**config.mk**
```make
export PLATFORM = sky130hd
export DESIGN_NAME = lss_sequencer
export DESIGN_NICKNAME = d
export VERILOG_FILES = /design/src/lss_pkg.sv /design/src/lss_sequencer.sv
export VERILOG_INCLUDE_DIRS = /design/src
export SDC_FILE = /design/constraint.sdc
export NUM_CORES = 1
export LEC_CHECK = 0
export ABC_AREA = 1
export BUFFER_PORTS_ARGS = -buffer_cell sky130_fd_sc_hd__buf_2
export CAP_MARGIN = 20
export CORE_MARGIN = 3
export CORE_UTILIZATION = 55
export CTS_CLUSTER_SIZE = 16
export DETAILED_ROUTE_END_ITERATION = 8
export HOLD_SLACK_MARGIN = 0.08
export PLACE_DENSITY = 0.75
export SLEW_MARGIN = 20
export SYNTH_ARGS = -nofsm -noshare
export SYNTH_HDL_FRONTEND = slang
export SYNTH_SLANG_ARGS = --single-unit
export TNS_END_PERCENT = 10
```
**constraint.sdc**
```tcl
create_clock -name mclk -period 3.45 [get_ports mclk]
set_clock_uncertainty 0.15 [all_clocks]
set_input_delay 0.1725 -clock mclk [delete_from_list [all_inputs] [get_ports mclk]]
set_output_delay 0.1725 -clock mclk [all_outputs]
set_load 0.005 [all_outputs]
```
**src/lss_consts.svh**
```systemverilog
`ifndef LSS_CONSTS_SVH
`define LSS_CONSTS_SVH

// Clock figures: 40 MHz system clock, fastest shift clock 125 ns
`define LSS_MCLK_NS 25
`define LSS_SCLK_MIN_NS 125
`define LSS_SCLK_MIN_CYC ((`LSS_SCLK_MIN_NS + `LSS_MCLK_NS - 1) / `LSS_MCLK_NS)

// Scan geometry
`define LSS_DUMMY_PIX 9'h064
`define LSS_ACT_400 9'h0E8
`define LSS_ACT_300 9'h0AE
`define LSS_ACT_200 9'h074
`define LSS_ACT_100 9'h03A
`define LSS_EOS_400 9'h0D0
`define LSS_EOS_300 9'h096
`define LSS_EOS_200 9'h05C
`define LSS_EOS_100 9'h022

// Shift clocks on which the resolution select level is sampled
`define LSS_RS_FIRST 9'h015
`define LSS_RS_SECOND 9'h02D

// Pixel buffer
`define LSS_FIFO_DEPTH 16
`define LSS_LEVEL_W 8

`endif

```
**src/lss_pkg.sv**
```systemverilog
package lss_pkg;
	typedef enum logic [2:0] {
		LSS_IDLE = 3'b001,
		LSS_INIT = 3'b010,
		LSS_XFER = 3'b100
	} lss_state_e;

	typedef enum logic [1:0] {
		LSS_DPI_400 = 2'b00,
		LSS_DPI_300 = 2'b01,
		LSS_DPI_200 = 2'b10,
		LSS_DPI_100 = 2'b11
	} lss_mode_e;

	typedef struct packed {
		logic [8:0] index;
		logic [7:0] level;
	} lss_pix_s;
endpackage

```
**src/lss_sequencer.sv**
```systemverilog
// Behaviour
// - Start inputs sampled and scan register advanced only on shift clock falling edges.
// - Global start re-arms start logic and begins scan when this chip is first.
// - Chain start input, once armed, begins a line scan of this sensor.
// - End-of-scan pulse drives the next chip's chain start input.
// - Exactly one pixel presented per shift clock cycle.
// - 100 inactive pixels, then 232, 174, 116 or 58 active pixels.
// - Start pulses spaced at least one full scan; a new start restarts the scan.
// - Three states: initialization, integration-and-transfer, idle integrating.
// - Resolution select chooses 400, 300, 200 or 100 dpi.
// - First active pixel on clock 100 after start; earlier outputs invalid.
// - End-of-scan on pixel 208, 150, 92 or 34 per mode.
// - Output amplifier enabled for readout, disabled once readout finishes.
`include "lss_consts.svh"

////////////////////////////////////////////////////////////////////////////////
// Pixel buffer, output read combinationally from storage, honest full and empty
module lss_fifo #(
	parameter int WIDTH = 17,
	parameter int DEPTH = 16
) (
	input wire logic mclk,
	input wire logic rst,
	input wire logic [WIDTH-1:0] in_data,
	input wire logic in_valid,
	output logic in_ready,
	output logic [WIDTH-1:0] out_data,
	output logic out_valid,
	input wire logic out_ready
);
	localparam int AW = $clog2(DEPTH);
	logic [WIDTH-1:0] mem [DEPTH];
	logic [AW-1:0] wr_ptr, rd_ptr, next_wr_ptr, next_rd_ptr;
	logic [AW:0] fill, next_fill;
	logic push, pop;

	// Handshake terms
	always_comb begin
		in_ready = (fill != DEPTH[AW:0]);
		out_valid = (fill != '0);
		push = in_valid && in_ready;
		pop = out_valid && out_ready;
		next_wr_ptr = push ? wr_ptr + 1'b1 : wr_ptr;
		next_rd_ptr = pop ? rd_ptr + 1'b1 : rd_ptr;
		next_fill = fill + {{AW{1'b0}}, push} - {{AW{1'b0}}, pop};
	end

	assign out_data = mem[rd_ptr];

	// Storage has no reset; only pointers and fill count need one
	always_ff @(posedge mclk) begin
		if (push) begin
			mem[wr_ptr] <= in_data;
		end
	end

	always_ff @(posedge mclk or posedge rst) begin
		if (rst) begin
			wr_ptr <= '0;
			rd_ptr <= '0;
			fill <= '0;
		end else begin
			wr_ptr <= next_wr_ptr;
			rd_ptr <= next_rd_ptr;
			fill <= next_fill;
		end
	end

	a_fifo_bound: assert property (@(posedge mclk) disable iff (rst)
		(fill == DEPTH[AW:0]) && !pop |=> fill == DEPTH[AW:0] && !in_ready)
		else $error("fifo full flag lost");
endmodule

////////////////////////////////////////////////////////////////////////////////
// Scan sequencer, all shift-clock activity seen as falling edges on mclk
module lss_sequencer (
	input wire logic mclk,
	input wire logic rst,
	input wire logic shift_clock,
	input wire logic global_scan_start,
	input wire logic chain_start,
	input wire logic resolution_select,
	input wire logic [7:0] pixel_level,
	output logic [7:0] video_output,
	output logic pixel_valid,
	output logic end_of_scan,
	output logic amp_enable,
	output lss_pkg::lss_mode_e dpi_mode,
	output lss_pkg::lss_state_e scan_state,
	output logic [8:0] pixel_count,
	output lss_pkg::lss_pix_s pix_out,
	output logic pix_out_valid,
	input wire logic pix_out_ready,
	output logic pix_overflow
);
	// Pin synchronisers: stage 1 read only by stage 2
	logic [11:0] sync1, sync2;
	logic sclk_d;
	always_ff @(posedge mclk or posedge rst) begin
		if (rst) begin
			sync1 <= '0;
			sync2 <= '0;
			sclk_d <= 1'b0;
		end else begin
			sync1 <= {pixel_level, resolution_select, chain_start, global_scan_start,
				shift_clock};
			sync2 <= sync1;
			sclk_d <= sync2[0];
		end
	end

	logic sclk_fall, global_scan_start_s, si_s, rs_s;
	logic [7:0] level_s;
	assign sclk_fall = sclk_d && !sync2[0];
	assign global_scan_start_s = sync2[1];
	assign si_s = sync2[2];
	assign rs_s = sync2[3];
	assign level_s = sync2[11:4];

	lss_pkg::lss_state_e state, next_state;
	lss_pkg::lss_mode_e mode, next_mode;
	logic [8:0] count, next_count, last_cnt, eos_cnt;
	logic armed, next_armed, rs_first, next_rs_first, start;
	logic [7:0] next_video;
	logic next_valid, next_eos, next_amp, next_ovf;
	logic fifo_in_ready, push_want;
	logic [8:0] act_pix, eos_pix;

	// Per-mode scan lengths from the held mode, which avoids a loop through next_mode
	always_comb begin
		case (mode)
			lss_pkg::LSS_DPI_300: begin
				act_pix = `LSS_ACT_300;
				eos_pix = `LSS_EOS_300;
			end
			lss_pkg::LSS_DPI_200: begin
				act_pix = `LSS_ACT_200;
				eos_pix = `LSS_EOS_200;
			end
			lss_pkg::LSS_DPI_100: begin
				act_pix = `LSS_ACT_100;
				eos_pix = `LSS_EOS_100;
			end
			default: begin
				act_pix = `LSS_ACT_400;
				eos_pix = `LSS_EOS_400;
			end
		endcase
		last_cnt = `LSS_DUMMY_PIX - 9'h001 + act_pix;
		eos_cnt = `LSS_DUMMY_PIX - 9'h001 + eos_pix;
	end

	// Global start arms the chain; first chip has its chain input held high
	assign start = sclk_fall && si_s && (global_scan_start_s || armed);

	// Scan state, counter and resolution decode
	always_comb begin
		next_state = state;
		next_count = count;
		next_armed = armed;
		next_mode = mode;
		next_rs_first = rs_first;
		if (sclk_fall) begin
			if (global_scan_start_s) begin
				next_armed = !si_s;
			end else if (start) begin
				next_armed = 1'b0;
			end
			if (start) begin
				// A start mid-scan restarts; the controller spaces starts apart
				next_state = lss_pkg::LSS_INIT;
				next_count = '0;
			end else begin
				case (state)
					lss_pkg::LSS_INIT: begin
						next_count = count + 9'h001;
						if (count == `LSS_RS_FIRST) begin
							next_rs_first = rs_s;
						end
						if (count == `LSS_RS_SECOND) begin
							// High-high 400, low-low 300, low-high 200, high-low 100
							next_mode = lss_pkg::lss_mode_e'({rs_first ^ rs_s, !rs_s});
						end
						if (count == `LSS_DUMMY_PIX - 9'h001) begin
							next_state = lss_pkg::LSS_XFER;
						end
					end
					lss_pkg::LSS_XFER: begin
						if (count == last_cnt) begin
							next_state = lss_pkg::LSS_IDLE;
						end else begin
							next_count = count + 9'h001;
						end
					end
					lss_pkg::LSS_IDLE: begin
						next_state = lss_pkg::LSS_IDLE;
					end
					default: begin
						next_state = lss_pkg::LSS_IDLE;
					end
				endcase
			end
		end
	end

	// Outputs follow the next scan position so they change only on falls
	always_comb begin
		next_valid = (next_state == lss_pkg::LSS_XFER);
		next_amp = next_valid;
		next_eos = next_valid && (next_count == eos_cnt);
		next_video = video_output;
		if (sclk_fall) begin
			next_video = next_valid ? level_s : 8'h00;
		end
		push_want = sclk_fall && next_valid;
		// Sensor cannot be stalled, so a full buffer drops and flags
		next_ovf = pix_overflow || (push_want && !fifo_in_ready);
	end

	always_ff @(posedge mclk or posedge rst) begin
		if (rst) begin
			state <= lss_pkg::LSS_IDLE;
			count <= '0;
			armed <= 1'b0;
			mode <= lss_pkg::LSS_DPI_400;
			rs_first <= 1'b1;
			video_output <= 8'h00;
			pixel_valid <= 1'b0;
			end_of_scan <= 1'b0;
			amp_enable <= 1'b0;
			pix_overflow <= 1'b0;
		end else begin
			state <= next_state;
			count <= next_count;
			armed <= next_armed;
			mode <= next_mode;
			rs_first <= next_rs_first;
			video_output <= next_video;
			pixel_valid <= next_valid;
			end_of_scan <= next_eos;
			amp_enable <= next_amp;
			pix_overflow <= next_ovf;
		end
	end

	assign dpi_mode = mode;
	assign scan_state = state;
	assign pixel_count = count;

	// Active pixels queued for the downstream consumer
	lss_fifo #(.WIDTH(17), .DEPTH(`LSS_FIFO_DEPTH)) u_fifo (
		.mclk(mclk),
		.rst(rst),
		.in_data({next_count, level_s}),
		.in_valid(push_want),
		.in_ready(fifo_in_ready),
		.out_data(pix_out),
		.out_valid(pix_out_valid),
		.out_ready(pix_out_ready)
	);

	////////////////////////////////////////////////////////////////////////////
	// Checks
	a_fall_only: assert property (@(posedge mclk) disable iff (rst)
		!sclk_fall |=> $stable(state) && $stable(count))
		else $error("scan moved without shift clock fall");
	a_global_scan_start_start: assert property (@(posedge mclk) disable iff (rst)
		sclk_fall && global_scan_start_s && si_s |=> state == lss_pkg::LSS_INIT && count == 9'h000)
		else $error("global start did not begin scan");
	a_chain_start: assert property (@(posedge mclk) disable iff (rst)
		sclk_fall && armed && si_s |=> state == lss_pkg::LSS_INIT && !armed)
		else $error("chain start did not begin scan");
	a_pixel_step: assert property (@(posedge mclk) disable iff (rst)
		sclk_fall && !start && state == lss_pkg::LSS_XFER && count != last_cnt
		|=> count == $past(count) + 9'h001)
		else $error("pixel counter did not step");
	a_init_len: assert property (@(posedge mclk) disable iff (rst)
		sclk_fall && !start && state == lss_pkg::LSS_INIT && count == 9'h063
		|=> state == lss_pkg::LSS_XFER && count == 9'h064)
		else $error("preamble length wrong");
	a_valid_range: assert property (@(posedge mclk) disable iff (rst)
		pixel_valid |-> count >= `LSS_DUMMY_PIX && video_output == $past(level_s, 1) || !$rose(pixel_valid))
		else $error("valid outside active pixels");
	a_eos_pixel: assert property (@(posedge mclk) disable iff (rst)
		end_of_scan |-> pixel_valid && count == eos_cnt)
		else $error("end of scan on wrong pixel");
	a_return_idle: assert property (@(posedge mclk) disable iff (rst)
		sclk_fall && !start && state == lss_pkg::LSS_XFER && count == last_cnt
		|=> state == lss_pkg::LSS_IDLE ##1 !amp_enable)
		else $error("scan did not end");
	a_amp_window: assert property (@(posedge mclk) disable iff (rst)
		$fell(amp_enable) |-> state == lss_pkg::LSS_IDLE || state == lss_pkg::LSS_INIT)
		else $error("amplifier off during readout");
endmodule

```
==> impl_metrics.csv <==
group,metric,value,unit
routing,vias,8707,
synth,syn-cell-area,13800,µm²
sta,slew_headroom,36.6,%
final_layout,nNetsFinal,1151,
routing,viasPerCell,5.96,
place,gp_congestion,0.885,
final_layout,antenna_cells,0,
synth,synth-main-ff-cell,"edfxtp_1",
sta,slew_violations,0,
pwr,power.share.combinational,28.2,%
synth,yosys.area.top_type,"edfxtp_1",
routing,drt-initial-drc-count,935,
sta,period_needed,3060,ps
sta,setup_violations,0,
synth,synth_most_common_cell,"edfxtp_1",
pwr,intPower,0.00768,W
critical_path,critPathArrivalTime,3340,ps
final_layout,area_growth,15.0,%
pwr,switchingPower,0.00365,W
critical_path,max_stage_delay,500,ps
pwr,clkPwrFrac,30.1,%
die,die_w,164,µm
routing,firstDrtPassIters,5,
routing,wl,31000,µm
clock_tree,post_cts_buffers,0,
die,die-area,26900,µm²
clock_tree,clock_path_buffers,3,
clock_tree,cts_resized,0,
pwr,totalPowerFinal,0.0113,W
die,core-area,24500,µm²
global_route,grt_pass1_vias,8727,
sta,grt_setup_unrepaired,"no",
clock_tree,clkSinkCount,337,
critical_path,cp_slowest_cell,"dfrtp_1",
synth,synth_common_cells,"edfxtp_1 (272), nor2_1 (117), nand2_1 (96)",
place,place.detailed.hpwl,18300,µm
global_route,grt_pass1_wl,48300,µm
die,start_util,56.2,%
clock_tree,tritoncts,"yes",
pwr,power_density,716,nW/µm²
min_path,hold_class,"input port to flip-flop",
clock_tree,cts_buffers,34,
routing,drc_errors,0,
synth,yosys-top-cells-area,"edfxtp_1 (59%), dfrtp_1 (11%), mux2i_1 (4.3%)",
sta,max_freq,327,MHz
pwr,leakagePower,6.04,nW
sta,worst_slew_pin_slew,950,ps
critical_path,cp_top_family,"adder cells",
pwr,swShare,32.2,%
clock_tree,insertion_delay,510,ps
critical_path,worstSetupPathType,"flip-flop to flip-flop",
die,die-height,164,µm
final_layout,multi_input_area,3580,µm²
outcome,outcome,"finished clean",
global_route,grt-ovfl-total,0,
final_layout,post-route-util,64.7,%
synth,avgSynthCellArea,13.5,µm²
final_layout,n_fill_cell,1758,
place,pre_cts_ws,397,ps
job,maxCapViolCount,0,
routing,wire_per_inst,21.2,µm
place,port_buffers,58,
sta,worst_slack,388,ps
critical_path,endpoint_kind,"flip-flop",
critical_path,critPathRequiredTime,3720,ps
final_layout,seq_area,9800,µm²
pwr,seqPwrFrac,41.7,%
synth,synth.distinct_cells,44,
critical_path,worst-path-buf-inv,5,
sta,hold_viol,0,
synth,syn_inst,1017,
synth,syn-num-nets,1052,
clock_tree,cts.clk_slew.worst_paths,60,ps
critical_path,crit_chain,"inv_1 -> ha_1 -> inv_2 -> nand3_1 -> nand2_1 -> nor2_1 -> nand3_2 -> nand2_4 -> nand2_4 -> nand2_4 -> inv_2 -> nand3_2 -> inv_2 -> ha_1 -> inv_1 -> fa_1 -> o21ai_0 -> xor2_1",
synth,synth-warning-count,0,
pwr,vdd_drop_max,0.557,mV
die,num_rows,57,
synth,ys_seq_elements,337,
global_route,grt_use_total,23.5,%
synth,synth_edf_count,272,
critical_path,crit_path_start_kind,"flip-flop",
die,io_pins,59,
synth,synthArstFlopShare,19.3,%
clock_tree,htree_num_levels,2,
global_route,antenna_found_initial,0,
sta,period_share,88.8,%
routing,ant_nets,0,
clock_tree,holdBufCountCts,14,
synth,ys_seq_area_share,71.2,%
global_route,grt_max_degree,139,
final_layout,drive_gt1_share,17.7,%
clock_tree,cts_root_buf,"clkbuf_16",
critical_path,cp_max_fo,9,
synth,yosys.area.top_type_share,59.4,%
-- kinds of logic after synthesis --
kind of cell | count (synthesis) | synth area share, %
AO/OA/AOI/OAI | 171 | 8.59
XOR/XNOR | 13 | 0.828
adder cells (fa/ha/maj) | 20 | 1.87
buffers and inverters | 109 | 3.22
flip-flops | 337 | 71.2
multiplexers | 59 | 4.29
AND/OR/NAND/NOR | 308 | 9.95
-- stage by stage --
step / std cells / setup TNS (ps) / area [µm²] / hold WS [ps]
finish: 1462 / 0 / 15800 / 158
detailed placement: 1390 / 0 / 14700 / 132
floorplan: 1017 / -19400 / 13800 / 53.9
global placement: 1390 / 0 / 14700 / 130
CTS: 1462 / 0 / 15800 / 143
global route: 1462 / 0 / 15800 / 149
-- power groups by stage --
stage / clock [W] / sequential, W / combinational, W
after global routing: 0.00365 / 0.00475 / 0.00351
after global placement: 0 / 0.00480 / 0.00307
after detailed placement: 0 / 0.00481 / 0.00315
final: 0.00341 / 0.00473 / 0.00319
after floorplan: 0 / 0.00470 / 0.00215
after CTS: 0.00346 / 0.00473 / 0.00318
-- layer usage --
layer | up-vias | GRT usage (%) | share of wire (%)
met5 | - | 0 | 0
met4 | 0 | 6.19 | 1.9
met3 | 46 | 5.04 | 8.8
met2 | 395 | 37.4 | 47
met1 | 4308 | 33.3 | 42
li1 | 3958 | - | -
-- registers in the layout, summed over array words and instances, names as in the netlist, 2 cells and up --
signal	count
scan_state	3
video_output	8
u_fifo.wr_ptr	4
pixel_count	9
sync2	12
sync1	12
dpi_mode	2
u_fifo.fill	5
u_fifo.rd_ptr	4
u_fifo.mem	272
-- placed cells by master, fill, tap and decap left out, types with 3 or more instances in the layout --
cell type,n
o32ai_1,9
nand2_1,96
nor3_1,7
buf_4,44
ha_1,19
edfxtp_1,272
o21ai_0,77
nand2_2,6
inv_2,11
a21oi_1,5
inv_1,42
o221ai_1,57
nand4_1,7
nand3_2,4
buf_2,58
clkinv_2,7
xnor2_1,3
nand3_1,46
clkbuf_1,11
xor2_1,10
o211ai_1,9
nor3_2,13
clkbuf_16,35
nor2_2,5
mux2i_1,59
nor2_1,113
dfrtp_1,61
dlygate4sd3_1,14
nand2_4,4
a32o_1,8
-- worst paths after layout --
path / startpoint / end / slack (ps) / cells after the start
setup / recovery: dpi_mode[0] / u_fifo.fill[4] / 390 / 18
hold / removal: pixel_level[4] / sync1[8] / 160 / 2
setup reg to reg: dpi_mode[0] / u_fifo.fill[4] / 390 / 18
hold reg to reg: sync1[9] / sync2[9] / 190 / 0
max in group asynchronous: rst / rs_first / 1990 / 4
min in group asynchronous: rst / sync1[7] / 300 / 3
-- final cells by class --
type	count	share of cell area, %
clock buffer	48	5.97
clock inverter	10	0.490
inverter	54	1.28
multi-input combinational	571	22.6
sequential	337	62.0
tap	324	2.56
timing repair buffer	118	5.06
-- worst reg2reg max path: stages (launching register included) --
cell     delay, ps
dfrtp_1        500
inv_1          110
ha_1           280
inv_2          120
nand3_1         80
nand2_1         70
nor2_1          50
nand3_2         90
nand2_4         80
nand2_4        120
nand2_4         70
inv_2           70
nand3_2         70
inv_2          100
ha_1           180
inv_1           60
fa_1           390
o21ai_0        230
xor2_1         160
Note: power is estimated with default switching activity, not from simulation.
